### config.mk
export PLATFORM = sky130hd
export DESIGN_NAME = adc_result_ref_select
export DESIGN_NICKNAME = d
export VERILOG_FILES = /design/src/logic/adc_ctl_pkg.sv /design/src/logic/adc_result_format.sv /design/src/logic/adc_result_ref_select.sv
export VERILOG_INCLUDE_DIRS = /design/src /design/src/logic
export SDC_FILE = /design/constraint.sdc
export NUM_CORES = 1
export LEC_CHECK = 0
export BUFFER_PORTS_ARGS = -buffer_cell sky130_fd_sc_hd__buf_2
export CAP_MARGIN = 0
export CORE_MARGIN = 3
export CORE_UTILIZATION = 48
export CTS_CLUSTER_SIZE = 24
export DETAILED_ROUTE_END_ITERATION = 7
export PLACE_DENSITY = 0.75
export SETUP_SLACK_MARGIN = 0.1
export SLEW_MARGIN = 10
export SYNTH_ARGS = -nofsm -noshare
export SYNTH_HDL_FRONTEND = slang
export SYNTH_SLANG_ARGS = --single-unit
### constraint.sdc
create_clock -name clk_i -period 2.2 [get_ports clk_i]
set_input_delay 0.11 -clock clk_i [delete_from_list [all_inputs] [get_ports clk_i]]
set_output_delay 0.11 -clock clk_i [all_outputs]
set_load 0.03 [all_outputs]
### src/logic/adc_ctl_consts.svh
// constants for the converter control and result block
// assumes inclusion from the package and the design modules only
`ifndef ADC_CTL_CONSTS_SVH
`define ADC_CTL_CONSTS_SVH
`define ADC_REG_CTLA        4'h0
`define ADC_REG_CTLB        4'h1
`define ADC_REG_RES_LO      4'h2
`define ADC_REG_RES_HI      4'h3
`define ADC_REG_STATUS      4'h4
`define ADC_REG_MASK        4'h5
`define ADC_REG_REFCH       4'h7
`define ADC_REFCH_RST       8'h00
`define ADC_CTLA_RST        8'h00
`define ADC_CTLB_RST        8'h00
`define ADC_CTLA_EN_BIT     7
`define ADC_CTLA_START_BIT  6
`define ADC_CTLA_DONE_BIT   4
`define ADC_CTLB_BIN_BIT    7
`define ADC_TEMP_CODE       6'h22
`define ADC_GAIN_BIT        0
`define ADC_SWAP_BIT        5
`define ADC_LONG_CYCLES     25
`define ADC_NORM_CYCLES     13
`define ADC_CODE_MAX        10'h3ff
`define ADC_BIP_MIN         10'h200
`define ADC_BIP_MAX         10'h1ff
`endif

### src/logic/adc_ctl_pkg.sv
// types for the converter control and result block
// assumes the constants header sits beside it
`include "adc_ctl_consts.svh"
package adc_ctl_pkg;
  typedef enum logic [1:0]
  {
    REF_SUPPLY   = 2'b00,
    REF_EXTERNAL = 2'b01,
    REF_INTERNAL = 2'b10,
    REF_RESERVED = 2'b11
  } ref_sel_t;
  typedef enum logic [1:0]
  {
    CONV_IDLE = 2'b00,
    CONV_RUN  = 2'b01,
    CONV_DONE = 2'b10
  } conv_state_t;
  typedef enum logic [1:0]
  {
    IN_SINGLE  = 2'b00,
    IN_UNIPOL  = 2'b01,
    IN_BIPOL   = 2'b10
  } in_kind_t;
endpackage

### src/logic/adc_result_format.sv
// result formatter: turns a raw signed difference into the ten-bit code
// assumes raw sample from the analog core is stable while valid_i is high
`timescale 1ns/1ps
`default_nettype none
`include "adc_ctl_consts.svh"
module adc_result_format
  import adc_ctl_pkg::*;
#(
  parameter int RAW_W = 12
)
(
  input  wire logic                    clk_i,
  input  wire logic                    rst_i,
  input  wire logic                    valid_i,
  input  wire adc_ctl_pkg::in_kind_t   kind_i,
  input  wire logic signed [RAW_W-1:0] raw_i,
  output logic             [9:0]       code_o
);
  import adc_ctl_pkg::*;
  if (RAW_W < 12)
  begin
    $error("raw width too small");
  end
  // raw is the scaled difference at 1024 per reference, signed
  wire logic signed [RAW_W-1:0] half_w = raw_i >>> 1;
  wire logic [9:0] uni_w =
    (raw_i < 0) ? 10'h000 :
    (raw_i > $signed({{(RAW_W-10){1'b0}}, `ADC_CODE_MAX})) ? `ADC_CODE_MAX :
    raw_i[9:0];
  wire logic [9:0] bip_w =
    (half_w > $signed({{(RAW_W-10){1'b0}}, `ADC_BIP_MAX})) ? `ADC_BIP_MAX :
    (half_w < -$signed({{(RAW_W-10){1'b0}}, 10'h200})) ? `ADC_BIP_MIN :
    half_w[9:0];
  wire logic [9:0] code_w = (kind_i == IN_BIPOL) ? bip_w : uni_w;
  logic [9:0] code_q;
  always_ff @(posedge clk_i)
  begin
    if (rst_i)
      code_q <= 10'h000;
    else if (valid_i)
      code_q <= code_w;
  end
  assign code_o = code_q;
endmodule
`default_nettype wire

### src/logic/adc_result_ref_select.sv
// converter control: register bank, deferred reference/channel apply, result bytes
// assumes classic wishbone master, analog core on the same clock with a
// one-cycle adc clock enable; the analog core returns a signed raw sample
`timescale 1ns/1ps
`default_nettype none
`include "adc_ctl_consts.svh"
module adc_result_ref_select
  import adc_ctl_pkg::*;
#(
  parameter int RAW_W = 12
)
(
  input  wire logic                    clk_i,
  input  wire logic                    rst_i,
  input  wire logic [3:0]              wb_adr_i,
  input  wire logic [31:0]             wb_dat_i,
  input  wire logic [3:0]              wb_sel_i,
  input  wire logic                    wb_we_i,
  input  wire logic                    wb_cyc_i,
  input  wire logic                    wb_stb_i,
  output logic      [31:0]             wb_dat_o,
  output logic                         wb_ack_o,
  output logic                         irq_o,
  input  wire logic                    adc_clk_en_i,
  input  wire logic signed [RAW_W-1:0] raw_sample_i,
  output logic      [1:0]              ref_sel_o,
  output logic      [5:0]              channel_sel_o,
  output logic                         gain_20x_o,
  output logic                         polarity_swap_o,
  output logic                         temp_sensor_en_o,
  output logic                         sample_o,
  output logic                         busy_o
);
  import adc_ctl_pkg::*;
  if (RAW_W < 12)
  begin
    $error("raw width too small");
  end
  function automatic logic is_diff(input logic [5:0] ch);
    is_diff = (ch[5:3] != 3'b000) && !(ch[5:3] == 3'b100 && ch[2:0] < 3'd3);
  endfunction

  // register bank
  logic [7:0]  refch_q;
  logic [7:0]  ctla_q;
  logic [7:0]  ctlb_q;
  logic        status_q;
  logic        mask_q;
  logic [7:0]  act_q;
  logic [9:0]  result_q;
  logic        long_q;
  logic [4:0]  cnt_q;
  logic        ack_q;
  logic [31:0] rdat_q;
  conv_state_t state_q;
  logic        busy_q;
  logic        sample_q;

  wire logic       req_w     = wb_cyc_i && wb_stb_i && !ack_q;
  wire logic       wr_w      = req_w && wb_we_i && wb_sel_i[0];
  wire logic       wr_refch  = wr_w && (wb_adr_i == `ADC_REG_REFCH);
  wire logic       wr_ctla   = wr_w && (wb_adr_i == `ADC_REG_CTLA);
  wire logic       wr_ctlb   = wr_w && (wb_adr_i == `ADC_REG_CTLB);
  wire logic       wr_stat   = wr_w && (wb_adr_i == `ADC_REG_STATUS);
  wire logic       wr_mask   = wr_w && (wb_adr_i == `ADC_REG_MASK);
  wire logic       enabled_w = ctla_q[`ADC_CTLA_EN_BIT];
  wire logic       running_w = (state_q == CONV_RUN);
  wire logic       start_w   = enabled_w && !running_w && ctla_q[`ADC_CTLA_START_BIT];
  wire logic [4:0] len_w     = long_q ? 5'(`ADC_LONG_CYCLES) : 5'(`ADC_NORM_CYCLES);
  wire logic       finish_w  = running_w && adc_clk_en_i && (cnt_q == len_w - 5'd1);
  wire logic       diff_w    = is_diff(act_q[5:0]);
  wire in_kind_t   kind_w    = !diff_w ? IN_SINGLE :
                               (ctlb_q[`ADC_CTLB_BIN_BIT] ? IN_BIPOL : IN_UNIPOL);
  wire logic [9:0] code_w;

  always_ff @(posedge clk_i)
  begin
    if (rst_i)
    begin
      refch_q <= `ADC_REFCH_RST;
      ctlb_q  <= `ADC_CTLB_RST;
      mask_q  <= 1'b0;
    end
    else
    begin
      if (wr_refch)
        refch_q <= wb_dat_i[7:0];
      if (wr_ctlb)
        ctlb_q <= wb_dat_i[7:0];
      if (wr_mask)
        mask_q <= wb_dat_i[`ADC_CTLA_DONE_BIT];
    end
  end

  // settings are copied to the core only between conversions
  always_ff @(posedge clk_i)
  begin
    if (rst_i)
    begin
      act_q  <= `ADC_REFCH_RST;
      long_q <= 1'b1;
    end
    else
    begin
      if (!running_w)
        act_q <= refch_q;
      // cleared only at the end, so the stretched length covers the whole run
      if (!enabled_w || (!running_w && refch_q[7:6] != act_q[7:6]))
        long_q <= 1'b1;
      else if (finish_w)
        long_q <= 1'b0;
    end
  end

  always_ff @(posedge clk_i)
  begin
    if (rst_i)
    begin
      ctla_q <= `ADC_CTLA_RST;
      state_q <= CONV_IDLE;
      cnt_q <= 5'd0;
      busy_q <= 1'b0;
      sample_q <= 1'b0;
    end
    else
    begin
      if (wr_ctla)
        ctla_q <= {wb_dat_i[7:6], 6'h00};
      case (state_q)
        CONV_IDLE:
        begin
          cnt_q <= 5'd0;
          if (start_w && !(refch_q != act_q))
          begin
            state_q  <= CONV_RUN;
            busy_q   <= 1'b1;
            sample_q <= 1'b1;
          end
        end
        CONV_RUN:
        begin
          if (adc_clk_en_i)
          begin
            cnt_q    <= cnt_q + 5'd1;
            sample_q <= 1'b0;
          end
          if (finish_w)
          begin
            state_q <= CONV_DONE;
            busy_q  <= 1'b0;
          end
        end
        CONV_DONE:
        begin
          ctla_q[`ADC_CTLA_START_BIT] <= 1'b0;
          state_q <= CONV_IDLE;
        end
        default:
          state_q <= CONV_IDLE;
      endcase
    end
  end

  // done flag: hardware set wins over a write-one clear
  always_ff @(posedge clk_i)
  begin
    if (rst_i)
      status_q <= 1'b0;
    else if (state_q == CONV_DONE)
      status_q <= 1'b1;
    else if (wr_stat && wb_dat_i[`ADC_CTLA_DONE_BIT])
      status_q <= 1'b0;
  end

  adc_result_format #(
    .RAW_W (RAW_W)
  ) u_fmt (
    .clk_i   (clk_i),
    .rst_i   (rst_i),
    .valid_i (finish_w),
    .kind_i  (kind_w),
    .raw_i   (raw_sample_i),
    .code_o  (code_w)
  );

  // result registers change only with the done flag
  always_ff @(posedge clk_i)
  begin
    if (rst_i)
      result_q <= 10'h000;
    else if (state_q == CONV_DONE)
      result_q <= code_w;
  end

  wire logic [7:0] rd_w =
    (wb_adr_i == `ADC_REG_REFCH)  ? refch_q :
    (wb_adr_i == `ADC_REG_CTLA)   ? ctla_q :
    (wb_adr_i == `ADC_REG_CTLB)   ? ctlb_q :
    (wb_adr_i == `ADC_REG_RES_LO) ? result_q[7:0] :
    (wb_adr_i == `ADC_REG_RES_HI) ? {6'h00, result_q[9:8]} :
    (wb_adr_i == `ADC_REG_STATUS) ? {3'h0, status_q, 4'h0} :
    (wb_adr_i == `ADC_REG_MASK)   ? {3'h0, mask_q, 4'h0} : 8'h00;

  always_ff @(posedge clk_i)
  begin
    if (rst_i)
    begin
      ack_q  <= 1'b0;
      rdat_q <= 32'h0000_0000;
    end
    else
    begin
      ack_q  <= req_w;
      rdat_q <= req_w ? {24'h00_0000, rd_w} : 32'h0000_0000;
    end
  end

  // core controls, registered
  logic [1:0] ref_q;
  logic [5:0] ch_q;
  logic       gain_q;
  logic       swap_q;
  logic       temp_q;
  logic       irq_q;
  always_ff @(posedge clk_i)
  begin
    if (rst_i)
    begin
      ref_q  <= 2'b00;
      ch_q   <= 6'h00;
      gain_q <= 1'b0;
      swap_q <= 1'b0;
      temp_q <= 1'b0;
      irq_q  <= 1'b0;
    end
    else
    begin
      ref_q  <= act_q[7:6];
      ch_q   <= act_q[5:0];
      gain_q <= diff_w && act_q[`ADC_GAIN_BIT];
      swap_q <= diff_w && act_q[`ADC_SWAP_BIT];
      temp_q <= (act_q[5:0] == `ADC_TEMP_CODE);
      irq_q  <= (status_q || state_q == CONV_DONE) && mask_q;
    end
  end

  assign wb_ack_o         = ack_q;
  assign wb_dat_o         = rdat_q;
  assign irq_o            = irq_q;
  assign ref_sel_o        = ref_q;
  assign channel_sel_o    = ch_q;
  assign gain_20x_o       = gain_q;
  assign polarity_swap_o  = swap_q;
  assign temp_sensor_en_o = temp_q;
  assign sample_o         = sample_q;
  assign busy_o           = busy_q;

  // checks
  AST_HOLD_REF: assert property (@(posedge clk_i) disable iff (rst_i)
    running_w && $stable(state_q) |=> $stable(act_q[7:6]))
    else $error("reference changed mid conversion");
  AST_HOLD_CH: assert property (@(posedge clk_i) disable iff (rst_i)
    running_w && $stable(state_q) |=> $stable(act_q[5:0]))
    else $error("channel changed mid conversion");
  AST_RESULT: assert property (@(posedge clk_i) disable iff (rst_i)
    state_q == CONV_DONE |=> status_q && result_q == $past(code_w))
    else $error("result not loaded with done");
  AST_TEMP: assert property (@(posedge clk_i) disable iff (rst_i)
    act_q[5:0] == `ADC_TEMP_CODE |=> temp_q)
    else $error("sensor not enabled");
  AST_GAIN: assert property (@(posedge clk_i) disable iff (rst_i)
    !diff_w |=> !gain_q && !swap_q)
    else $error("gain on single-ended");
  AST_LONG: assert property (@(posedge clk_i) disable iff (rst_i)
    !running_w && refch_q[7:6] != act_q[7:6] |=> long_q)
    else $error("long conversion not armed");
  AST_UNI_CLAMP: assert property (@(posedge clk_i) disable iff (rst_i)
    finish_w && kind_w == IN_UNIPOL && raw_sample_i < 0 |=> code_w == 10'h000)
    else $error("unipolar not clamped");
  AST_SIGN: assert property (@(posedge clk_i) disable iff (rst_i)
    finish_w && kind_w == IN_BIPOL && raw_sample_i < -2 |=> code_w[9])
    else $error("sign bit wrong");
  AST_BIN: assert property (@(posedge clk_i) disable iff (rst_i)
    diff_w && !ctlb_q[`ADC_CTLB_BIN_BIT] |-> kind_w == IN_UNIPOL)
    else $error("bipolar without select");
  COV_LONG: cover property (@(posedge clk_i) long_q && finish_w);
  COV_BIP: cover property (@(posedge clk_i) finish_w && kind_w == IN_BIPOL);
  COV_TEMP: cover property (@(posedge clk_i) temp_q && state_q == CONV_DONE);
endmodule
`default_nettype wire

==> results_dict.tcl, run 1 <==
set metrics [dict create \
    detailedRoute.firstPassIterationCount 4 \
    power.density_cell_area_mw_per_mm2 656 \
    max_buffers_root_to_sink 2 \
    ir_drop_mv 0.309 \
    post_drt_wl_per_cell_um 13.5 \
    portBuffers 53 \
    cts_made_buffers 9 \
    synth_common_cells "79 x dfxtp_1, 59 x nor2_1, 46 x nand2_1, 25 x buf_4, 24 x a21oi_1" \
    groute.usage.overall 0.182 \
    rows 30 \
    synth_area_leader "dfxtp_1" \
    reg2reg_slack_ns 0.43 \
    criticalPathCategory "reg2reg" \
    nets 526 \
    outcome "finished, final reports clean" \
    fin_skew_ns 0.00965 \
    synth.avg_cell_area_um2 8.67 \
    global_route.overflow_total 0 \
    arrival_ns 2.02 \
    via_per_inst 5.11 \
    synth_seq_area_share 0.440 \
    antenna_violations_before_repair 0 \
    r2r_start "cnt_q[2]$_SDFFE_PP0P_" \
    routabilityCongestion 0.820 \
    num_vias 2899 \
    path_clk_slew_ns 0.09 \
    grt_pass1_wl_um 12500 \
    max_cap_violations 0 \
    cts_post_setup_buffers_inserted 0 \
    setup_repair_after_global_routing_missed_its_margin "false" \
    yosys_warnings 0 \
    n_fill_cell 630 \
    route.antenna.remaining_nets 0 \
    yosys_register_bits 79 \
    clkLatencyLatePin_ns 0.34 \
    drive_above_1_share 0.200 \
    yosys-top-cells-area "dfxtp_1 44%, nor2_1 6.2%, mux2i_1 5.6%, buf_4 5.2%, nand2_1 4.8%" \
    synthMostInstantiatedCell "dfxtp_1" \
    setup_tns_ns 0 \
    worst_hold_startpoint "wb_dat_i[5]" \
    total_power_mw 2.68 \
    critPathRequiredTime_ns 2.45 \
    die_area_mm2 0.00857 \
    drtIter0Drc 178 \
    hold_buffers 0 \
    grt_start_max_net_pins 30 \
    syn2layout_area_growth_pct 13.5 \
    io_pins 105 \
    syn_inst 415 \
    fin_util 0.582 \
    final_setup_violation_count 0 \
    cts.repair.resized 0 \
    path_max_fanout 23 \
    holdPathStages 3 \
    synth_async_sr_flop_share 0 \
    slew_headroom 0.651 \
    first_global_vias 2680 \
    power.leakage_nw 1.62 \
    startpoint_type "register" \
    report.final.slew_viol_count 0 \
    holdCritPathClass "in2reg" \
    postRouteWirelength_um 7640 \
    register_area_mm2 0.00158 \
    crit_path_end_kind "register" \
    multi_input_area_mm2 0.00180 \
    cts_htree_levels 3 \
    cts.sinks 79 \
    worst_slew_pin_slew_ns 0.523 \
    edff_count_synth 0 \
    final_min_period_over_clock_period 0.806 \
    hold_violations 0 \
    syn-cell-area_mm2 0.00360 \
    timing.hold.worst_endpoint "refch_q[5]$_SDFFE_PP0P_" \
    cts_tree "yes" \
    achievable-frequency_mhz 564 \
    detail_placement_hpwl_um 5610 \
    drc_errors 0 \
    die_w_um 92.6 \
    core_area_mm2 0.00702 \
    top_flip_flop_cell_by_instance_count_after_synthesis "dfxtp_1" \
    clock-root-buffer "clkbuf_8" \
    synth_cell_types 49 \
    fp.dieH_um 92.6 \
    final_period_minus_worst_setup_slack_ns 1.77 \
    yosysTopAreaCellShare 0.440 \
    timing.reg2reg.worst_path_depth 5 \
    antenna-diode-count 0 \
    rr_endpoint "u_fmt.code_o[9]$_SDFFE_PP0P_" \
    start_util 0.512 \
]
[cell type report]
cell class	instances	area share
repair buffers	66	0.0888
clock inverters	7	0.0178
flip-flops and latches	79	0.387
clock buffers	9	0.0303
inverters	5	0.00460
multi-input cells	305	0.442
well taps	96	0.0294
[layer usage]
layer | track usage | wire, um | vias up
met5 | 0 | 0 | -
met4 | 0.0693 | 120 | 0
met3 | 0.0317 | 357 | 10
met2 | 0.297 | 3520 | 93
met1 | 0.239 | 3640 | 1301
li1 | - | - | 1495
[stage by stage]
| stage | setup slack [ns] | instances | hold slack [ns] | area [um2] |
|---|---|---|---|---|
| after floorplan | 0.474 | 438 | 0.189 | 3680 |
| after global placement | 0.528 | 551 | 0.362 | 3890 |
| after detailed placement | 0.458 | 551 | 0.368 | 3890 |
| after CTS | 0.435 | 567 | 0.0173 | 4080 |
| after global routing | 0.244 | 567 | 0.0274 | 4080 |
| final | 0.427 | 567 | 0.0151 | 4080 |
[cells in the final DEF (no fill, tap or decap), types with 8 or more instances in the layout]
cell type / instances
nand2b_1: 8
nand2_1: 46
buf_2: 53
clkbuf_8: 9
conb_1: 24
a22oi_1: 8
nand4_1: 11
o21ai_0: 13
mux2i_1: 20
a311oi_1: 10
nor2_1: 59
nor2b_1: 14
buf_4: 13
a21oi_1: 24
dfxtp_1: 79
[kinds of logic after synthesis]
logic type                 synth area share
buffers and inverters                0.0828
other                               0.00104
AOI/OAI and AO/OA                     0.134
and+or+nand+nor                       0.242
xor gates and xnor gates             0.0195
muxes                                0.0744
adders and majority gates           0.00696
DFF                                   0.440
[report_power, final]
group | internal (mW) | total [mW] | switching, mW
Sequential | 1.43 | 1.43 | 0.00143
Combinational | 0.0464 | 0.185 | 0.139
Clock | 0.526 | 1.06 | 0.534
[how the worst max path moves through the flow]
| stage | from | to | slack (ns) | cells after the start |
|---|---|---|---|---|
| 2_1_floorplan | cnt_q[2]$_SDFFE_PP0P_ | long_q$_SDFFE_PP1P_ | 0.47 | 4 |
| 3_3_place_gp | cnt_q[2]$_SDFFE_PP0P_ | long_q$_SDFFE_PP1P_ | 0.53 | 4 |
| 3_5_place_dp | cnt_q[2]$_SDFFE_PP0P_ | u_fmt.code_o[9]$_SDFFE_PP0P_ | 0.46 | 5 |
| 4_1_cts | cnt_q[2]$_SDFFE_PP0P_ | u_fmt.code_o[9]$_SDFFE_PP0P_ | 0.43 | 5 |
| 5_1_grt | state_q[0]$_SDFFE_PP0P_ | u_fmt.code_o[4]$_SDFFE_PP0P_ | 0.24 | 5 |
| 6_report | cnt_q[2]$_SDFFE_PP0P_ | u_fmt.code_o[9]$_SDFFE_PP0P_ | 0.43 | 5 |
[flip-flops by register name, summed over array words and instances, names as in the netlist]
| signal | cells |
|---|---|
| result_q | 10 |
| u_fmt.code_o | 10 |
| act_q | 8 |
| ctlb_q | 8 |
| refch_q | 8 |
| wb_dat_o | 8 |
| channel_sel_o | 6 |
| cnt_q | 5 |
| ctla_q | 2 |
| ref_sel_o | 2 |
| state_q | 2 |
| busy_o | 1 |
| gain_20x_o | 1 |
| irq_o | 1 |
| long_q | 1 |
| mask_q | 1 |
| polarity_swap_o | 1 |
| sample_o | 1 |
| status_q | 1 |
| temp_sensor_en_o | 1 |
| wb_ack_o | 1 |
[worst max-delay path, stage by stage (launching register included)]
cell and delay, ns:
dfxtp_1 0.43, or3b_1 0.40, a211oi_2 0.24, buf_4 0.28, nor2_1 0.06, a311oi_1 0.27
Note: power is estimated with default switching activity, not from simulation.
==> inputs of run 2 (changes only) <==
- CORE_UTILIZATION: 48 -> 47
- PLACE_DENSITY: 0.75 -> 0.76
- clock period: 2.2 -> 1.6 ns (I/O delays scaled with it)
==> results_dict.tcl, run 2 (synthesis results as in run 1) <==
set metrics [dict create \
    holdCritPathClass "in2reg" \
    setup_repair_after_global_routing_missed_its_margin "true" \
    fin_util 0.600 \
    detail_placement_hpwl_um 5760 \
    nets 550 \
    violated_checks "setup timing" \
    path_max_fanout 2 \
    path_clk_slew_ns 0.07 \
    io_pins 105 \
    clock-root-buffer "clkbuf_8" \
    cts_tree "yes" \
    first_global_vias 2844 \
    drive_above_1_share 0.263 \
    cts_htree_levels 3 \
    die_area_mm2 0.00874 \
    routabilityCongestion 0.810 \
    critPathRequiredTime_ns 1.82 \
    post_drt_wl_per_cell_um 14.1 \
    fp.dieH_um 93.5 \
    report.final.slew_viol_count 0 \
    cts.sinks 79 \
    cp_slowest_cell "or4b_1" \
    power.leakage_nw 1.79 \
    outcome "finished with violations" \
    layoutNonFillerInstCount 593 \
    critical_path.n_buffers_inverters 0 \
    crit_path_end_kind "register" \
    final_setup_violation_count 1 \
    detailedRoute.firstPassIterationCount 4 \
    drtIter0Drc 163 \
    grt_pass1_wl_um 13300 \
    arrival_ns 1.86 \
    post-place-cells 565 \
    antenna_violations_before_repair 0 \
    power.density_cell_area_mw_per_mm2 796 \
    setup_ws_ns -0.0477 \
    most_frequent_standard_cell_in_the_layout_excluding_fill_and_tap_cells "dfxtp_1" \
    cp_cell_sequence "or3b_4, a211oi_4, nor2b_1, or4b_1" \
    start_util 0.491 \
    startpoint_type "register" \
    clkLatencyLatePin_ns 0.34 \
    hold_violations 0 \
    max_buffers_root_to_sink 2 \
    achievable-frequency_mhz 607 \
    portBuffers 53 \
    final_period_minus_worst_setup_slack_ns 1.65 \
    num_vias 3106 \
    postRouteWirelength_um 8380 \
    criticalPathCategory "reg2reg" \
    global_route.overflow_total 0 \
    grt_start_max_net_pins 38 \
    hold_slack_ns 0.0273 \
    via_per_inst 5.24 \
    die_w_um 93.5 \
    syn2layout_area_growth_pct 22.4 \
    cts_made_buffers 9 \
    fin_skew_ns 0.00575 \
    ir_drop_mv 0.426 \
    route.antenna.remaining_nets 0 \
    antenna-diode-count 0 \
    groute.usage.overall 0.192 \
    rows 31 \
    timing.critical_path.max_delay_family "simple AND/OR/NAND/NOR gates" \
    final_min_period_over_clock_period 1.03 \
    final_cell_mix "74 x dfxtp_1, 53 x nor2_1, 53 x buf_2" \
    timing.critical_path.slowest_cell_delay_ns 0.46 \
    core_area_mm2 0.00733 \
    max_cap_violations 0 \
    drc_errors 0 \
]
-- run 2: layout make-up --
cell class / instances / area, um2
flip-flops and latches: 79 / 1590
repair buffers: 90 / 608
clock buffers: 14 / 153
inverters: 5 / 18.8
well taps: 99 / 124
fillers: 652 / 2930
clock inverters: 1 / 5.00
multi-input cells: 305 / 1900
-- run 2: repair_timing --
item,4_1_cts,5_1_grt
endpoints found under the hold margin,6,0
gates resized for setup,18,17
endpoints found under the setup margin,32,31
pin swaps,12,5
hold buffers,3,0
setup buffers,5,2
cloned,3,0
-- run 2: final timing paths --
kind | start | to | slack [ns] | cells after the start
worst max-delay path | long_q$_SDFFE_PP1P_ | long_q$_SDFFE_PP1P_ | -0.05 | 4
worst min register to register | result_q[0]$_SDFFE_PP0P_ | result_q[0]$_SDFFE_PP0P_ | 0.46 | 2
worst min-delay path | wb_dat_i[0] | ctlb_q[0]$_SDFFE_PP0P_ | 0.03 | 3
worst max register to register | long_q$_SDFFE_PP1P_ | long_q$_SDFFE_PP1P_ | -0.05 | 4
-- run 2: layer usage --
layer	vias up	GRT usage	routed length, um
met5	-	0	0
met3	18	0.0314	558
met4	0	0.0818	193
met2	106	0.307	3970
li1	1540	-	-
met1	1442	0.256	3660
-- run 2: report_power, final --
part | total [mW] | leakage [nW] | switching (mW) | internal (mW)
combinational | 0.284 | 1.07 | 0.204 | 0.0790
sequential | 1.97 | 0.638 | 0.00192 | 1.97
clock | 1.25 | 0.0805 | 0.653 | 0.598
total | 3.50 | 1.79 | 0.859 | 2.64
-- run 2: worst min-delay path: cells and delay by family --
| family | cells | cell delay, ns |
|---|---|---|
| multiplexers | 1 | 0.07 |
| AND/OR/NAND/NOR | 1 | 0.08 |
| buffers and inverters | 1 | 0.10 |
-- run 2: per-stage QoR --
stage | setup slack [ns] | area [um2] | setup TNS, ns | power (mW)
after CTS | -0.0246 | 4320 | -0.0269 | 3.51
after global placement | -0.0154 | 3990 | -0.0180 | 2.27
after global routing | -0.101 | 4400 | -0.322 | 3.61
final | -0.0477 | 4400 | -0.0477 | 3.50
after detailed placement | -0.0387 | 3990 | -0.298 | 2.27
after floorplan | -0.122 | 3700 | -1.72 | 2.24
==> inputs of run 3 (changes only) <==
- CORE_UTILIZATION: 47 -> 48
- PLACE_DENSITY: 0.76 -> 0.75
- clock period: 1.6 -> 1.8 ns (I/O delays scaled with it)
==> results_dict.tcl, run 3 (synthesis results as in run 1) <==
set metrics [dict create \
    outcome "finished, final reports clean" \
    num_vias 2994 \
    io_pins 105 \
    cp_slowest_cell "or4b_1" \
    fin_util 0.600 \
    nets 536 \
    antenna_violations_before_repair 0 \
    hold_violations 0 \
    path_clk_slew_ns 0.08 \
    die_w_um 92.6 \
    final_cell_mix "77 x dfxtp_1, 59 x nor2_1, 53 x buf_2" \
    rows 30 \
    power.density_cell_area_mw_per_mm2 793 \
    crit_path_end_kind "register" \
    pwr-share-seq 0.523 \
    rr_endpoint "long_q$_SDFFE_PP1P_" \
    pre_cts_ws_ns 0.0772 \
    achievable-frequency_mhz 589 \
    syn2layout_area_growth_pct 17.1 \
    power_report.internal_total_mw 2.56 \
    timing.critical_path.max_delay_family "simple AND/OR/NAND/NOR gates" \
    cts_made_buffers 9 \
    timing.critical_path.slowest_cell_delay_ns 0.46 \
    start_util 0.512 \
    groute.usage.overall 0.191 \
    first_global_vias 2792 \
    setup_tns_ns 0 \
    ir_drop_mv 0.376 \
    route.antenna.remaining_nets 0 \
    grt_pass1_wl_um 13100 \
    report.final.slew_viol_count 0 \
    clock_power_share 0.407 \
    drtIter0Drc 148 \
    routabilityCongestion 0.794 \
    postRouteWirelength_um 8070 \
    r2r_start "cnt_q[2]$_SDFFE_PP0P_" \
    gr_peak_layer "met2" \
    cts_tree "yes" \
    drc_errors 0 \
    critPathRequiredTime_ns 2.03 \
    max_buffers_root_to_sink 2 \
    final_setup_violation_count 0 \
    met1_usage 0.245 \
    setup_ws_ns 0.101 \
    drive_above_1_share 0.212 \
    final_min_period_over_clock_period 0.944 \
    power.leakage_nw 1.69 \
    startpoint_type "register" \
    max_cap_violations 0 \
    core_area_mm2 0.00702 \
    cts_htree_levels 3 \
    post_drt_wl_per_cell_um 14.0 \
    die_area_mm2 0.00857 \
    fin_skew_ns 0.00931 \
    p_sw_frac 0.234 \
    global_route.overflow_total 0 \
    crit_path_end "long_q$_SDFFE_PP1P_" \
    globalRouteMet2Util 0.312 \
    detailedRoute.firstPassIterationCount 4 \
    fp.dieH_um 92.6 \
    timing.reg2reg.worst_path_depth 4 \
    grt_start_max_net_pins 33 \
    clkLatencyLatePin_ns 0.35 \
    most_frequent_standard_cell_in_the_layout_excluding_fill_and_tap_cells "dfxtp_1" \
    final_period_minus_worst_setup_slack_ns 1.70 \
    n_fill_cell 629 \
    via_per_inst 5.19 \
    reg2reg_slack_ns 0.10 \
    total_switching_power_mw 0.782 \
    detail_placement_hpwl_um 5800 \
    cp_cell_sequence "or3b_4, a211oi_4, nor2b_1, or4b_1" \
    criticalPathCategory "reg2reg" \
    holdCritPathClass "in2reg" \
    cts.sinks 79 \
    grt.met3_usage 0.0341 \
    critical_path.n_buffers_inverters 0 \
    critical_path_cell_count 4 \
    combinational_power_share 0.070 \
    clock-root-buffer "clkbuf_8" \
    setup_repair_after_global_routing_missed_its_margin "true" \
    antenna-diode-count 0 \
    timing.critical_path.from "cnt_q[2]$_SDFFE_PP0P_" \
    arrival_ns 1.93 \
    portBuffers 53 \
    path_max_fanout 5 \
]
-- run 3: changes by cell type in the layout (fill, tap and decap cells not counted), moves of 3 or more --
cell	change
buf_6	-5
nor2_1	+6
nor2_2	-4
dfxtp_1	+3
clkbuf_1	-3
buf_4	-9
dfxtp_2	-3
-- run 3: timing repair --
action | in CTS | in global routing
hold endpoints to repair | 5 | 0
gates resized for setup | 1 | 4
gates cloned | 0 | 1
pin swaps | 1 | 2
hold buffers | 4 | 0
buffers inserted | 0 | 2
setup endpoints to repair | 2 | 8
-- run 3: power by group through the flow --
stage               combinational (mW)  sequential, mW  clock, mW
floorplan                        0.199            1.79          0
global route                     0.256            1.75       1.43
CTS                              0.232            1.75       1.38
detailed placement               0.225            1.79          0
finish                           0.235            1.75       1.36
global placement                 0.222            1.79          0
-- run 3: area by class of cell --
class                           instances  area (um2)  area share
Clock buffer                           13         169      0.0401
Tap cell                               96         120      0.0285
Multi-Input combinational cell        305        1810       0.431
Clock inverter                          3        40.0     0.00950
Timing Repair Buffer                   76         464       0.110
Sequential cell                        79        1590       0.377
Inverter                                5        18.8     0.00446
-- run 3: routing by layer --
metal,wire length [um],part of all wire
met5,0,0
met4,186,0.023
met3,365,0.045
met2,3830,0.47
met1,3700,0.46
-- run 3: how the worst min path moves through the flow --
stage | start | endpoint | slack, ns | cells past startpoint
2_1_floorplan | rst_i | channel_sel_o[0]$_SDFF_PP0_ | 0.17 | 1
3_3_place_gp | wb_dat_i[5] | refch_q[5]$_SDFFE_PP0P_ | 0.34 | 3
3_5_place_dp | wb_dat_i[3] | refch_q[3]$_SDFFE_PP0P_ | 0.35 | 3
4_1_cts | wb_dat_i[1] | refch_q[1]$_SDFFE_PP0P_ | 0.009 | 3
5_1_grt | wb_dat_i[1] | refch_q[1]$_SDFFE_PP0P_ | 0.01 | 3
6_report | wb_dat_i[1] | refch_q[1]$_SDFFE_PP0P_ | 0.02 | 3
-- run 3: per-stage QoR --
step	area, um2	total power [mW]	instances	hold WS, ns
floorplan	3690	1.99	438	0.169
global placement	3930	2.01	554	0.338
detailed placement	3930	2.02	554	0.352
CTS	4180	3.36	574	0.00938
global route	4210	3.43	577	0.00993
finish	4210	3.34	577	0.0190
-- run 3: worst min-delay path, cell delays in order --
cell	delay [ns]
buf_2	0.10
mux2i_1	0.06
nor2_1	0.07
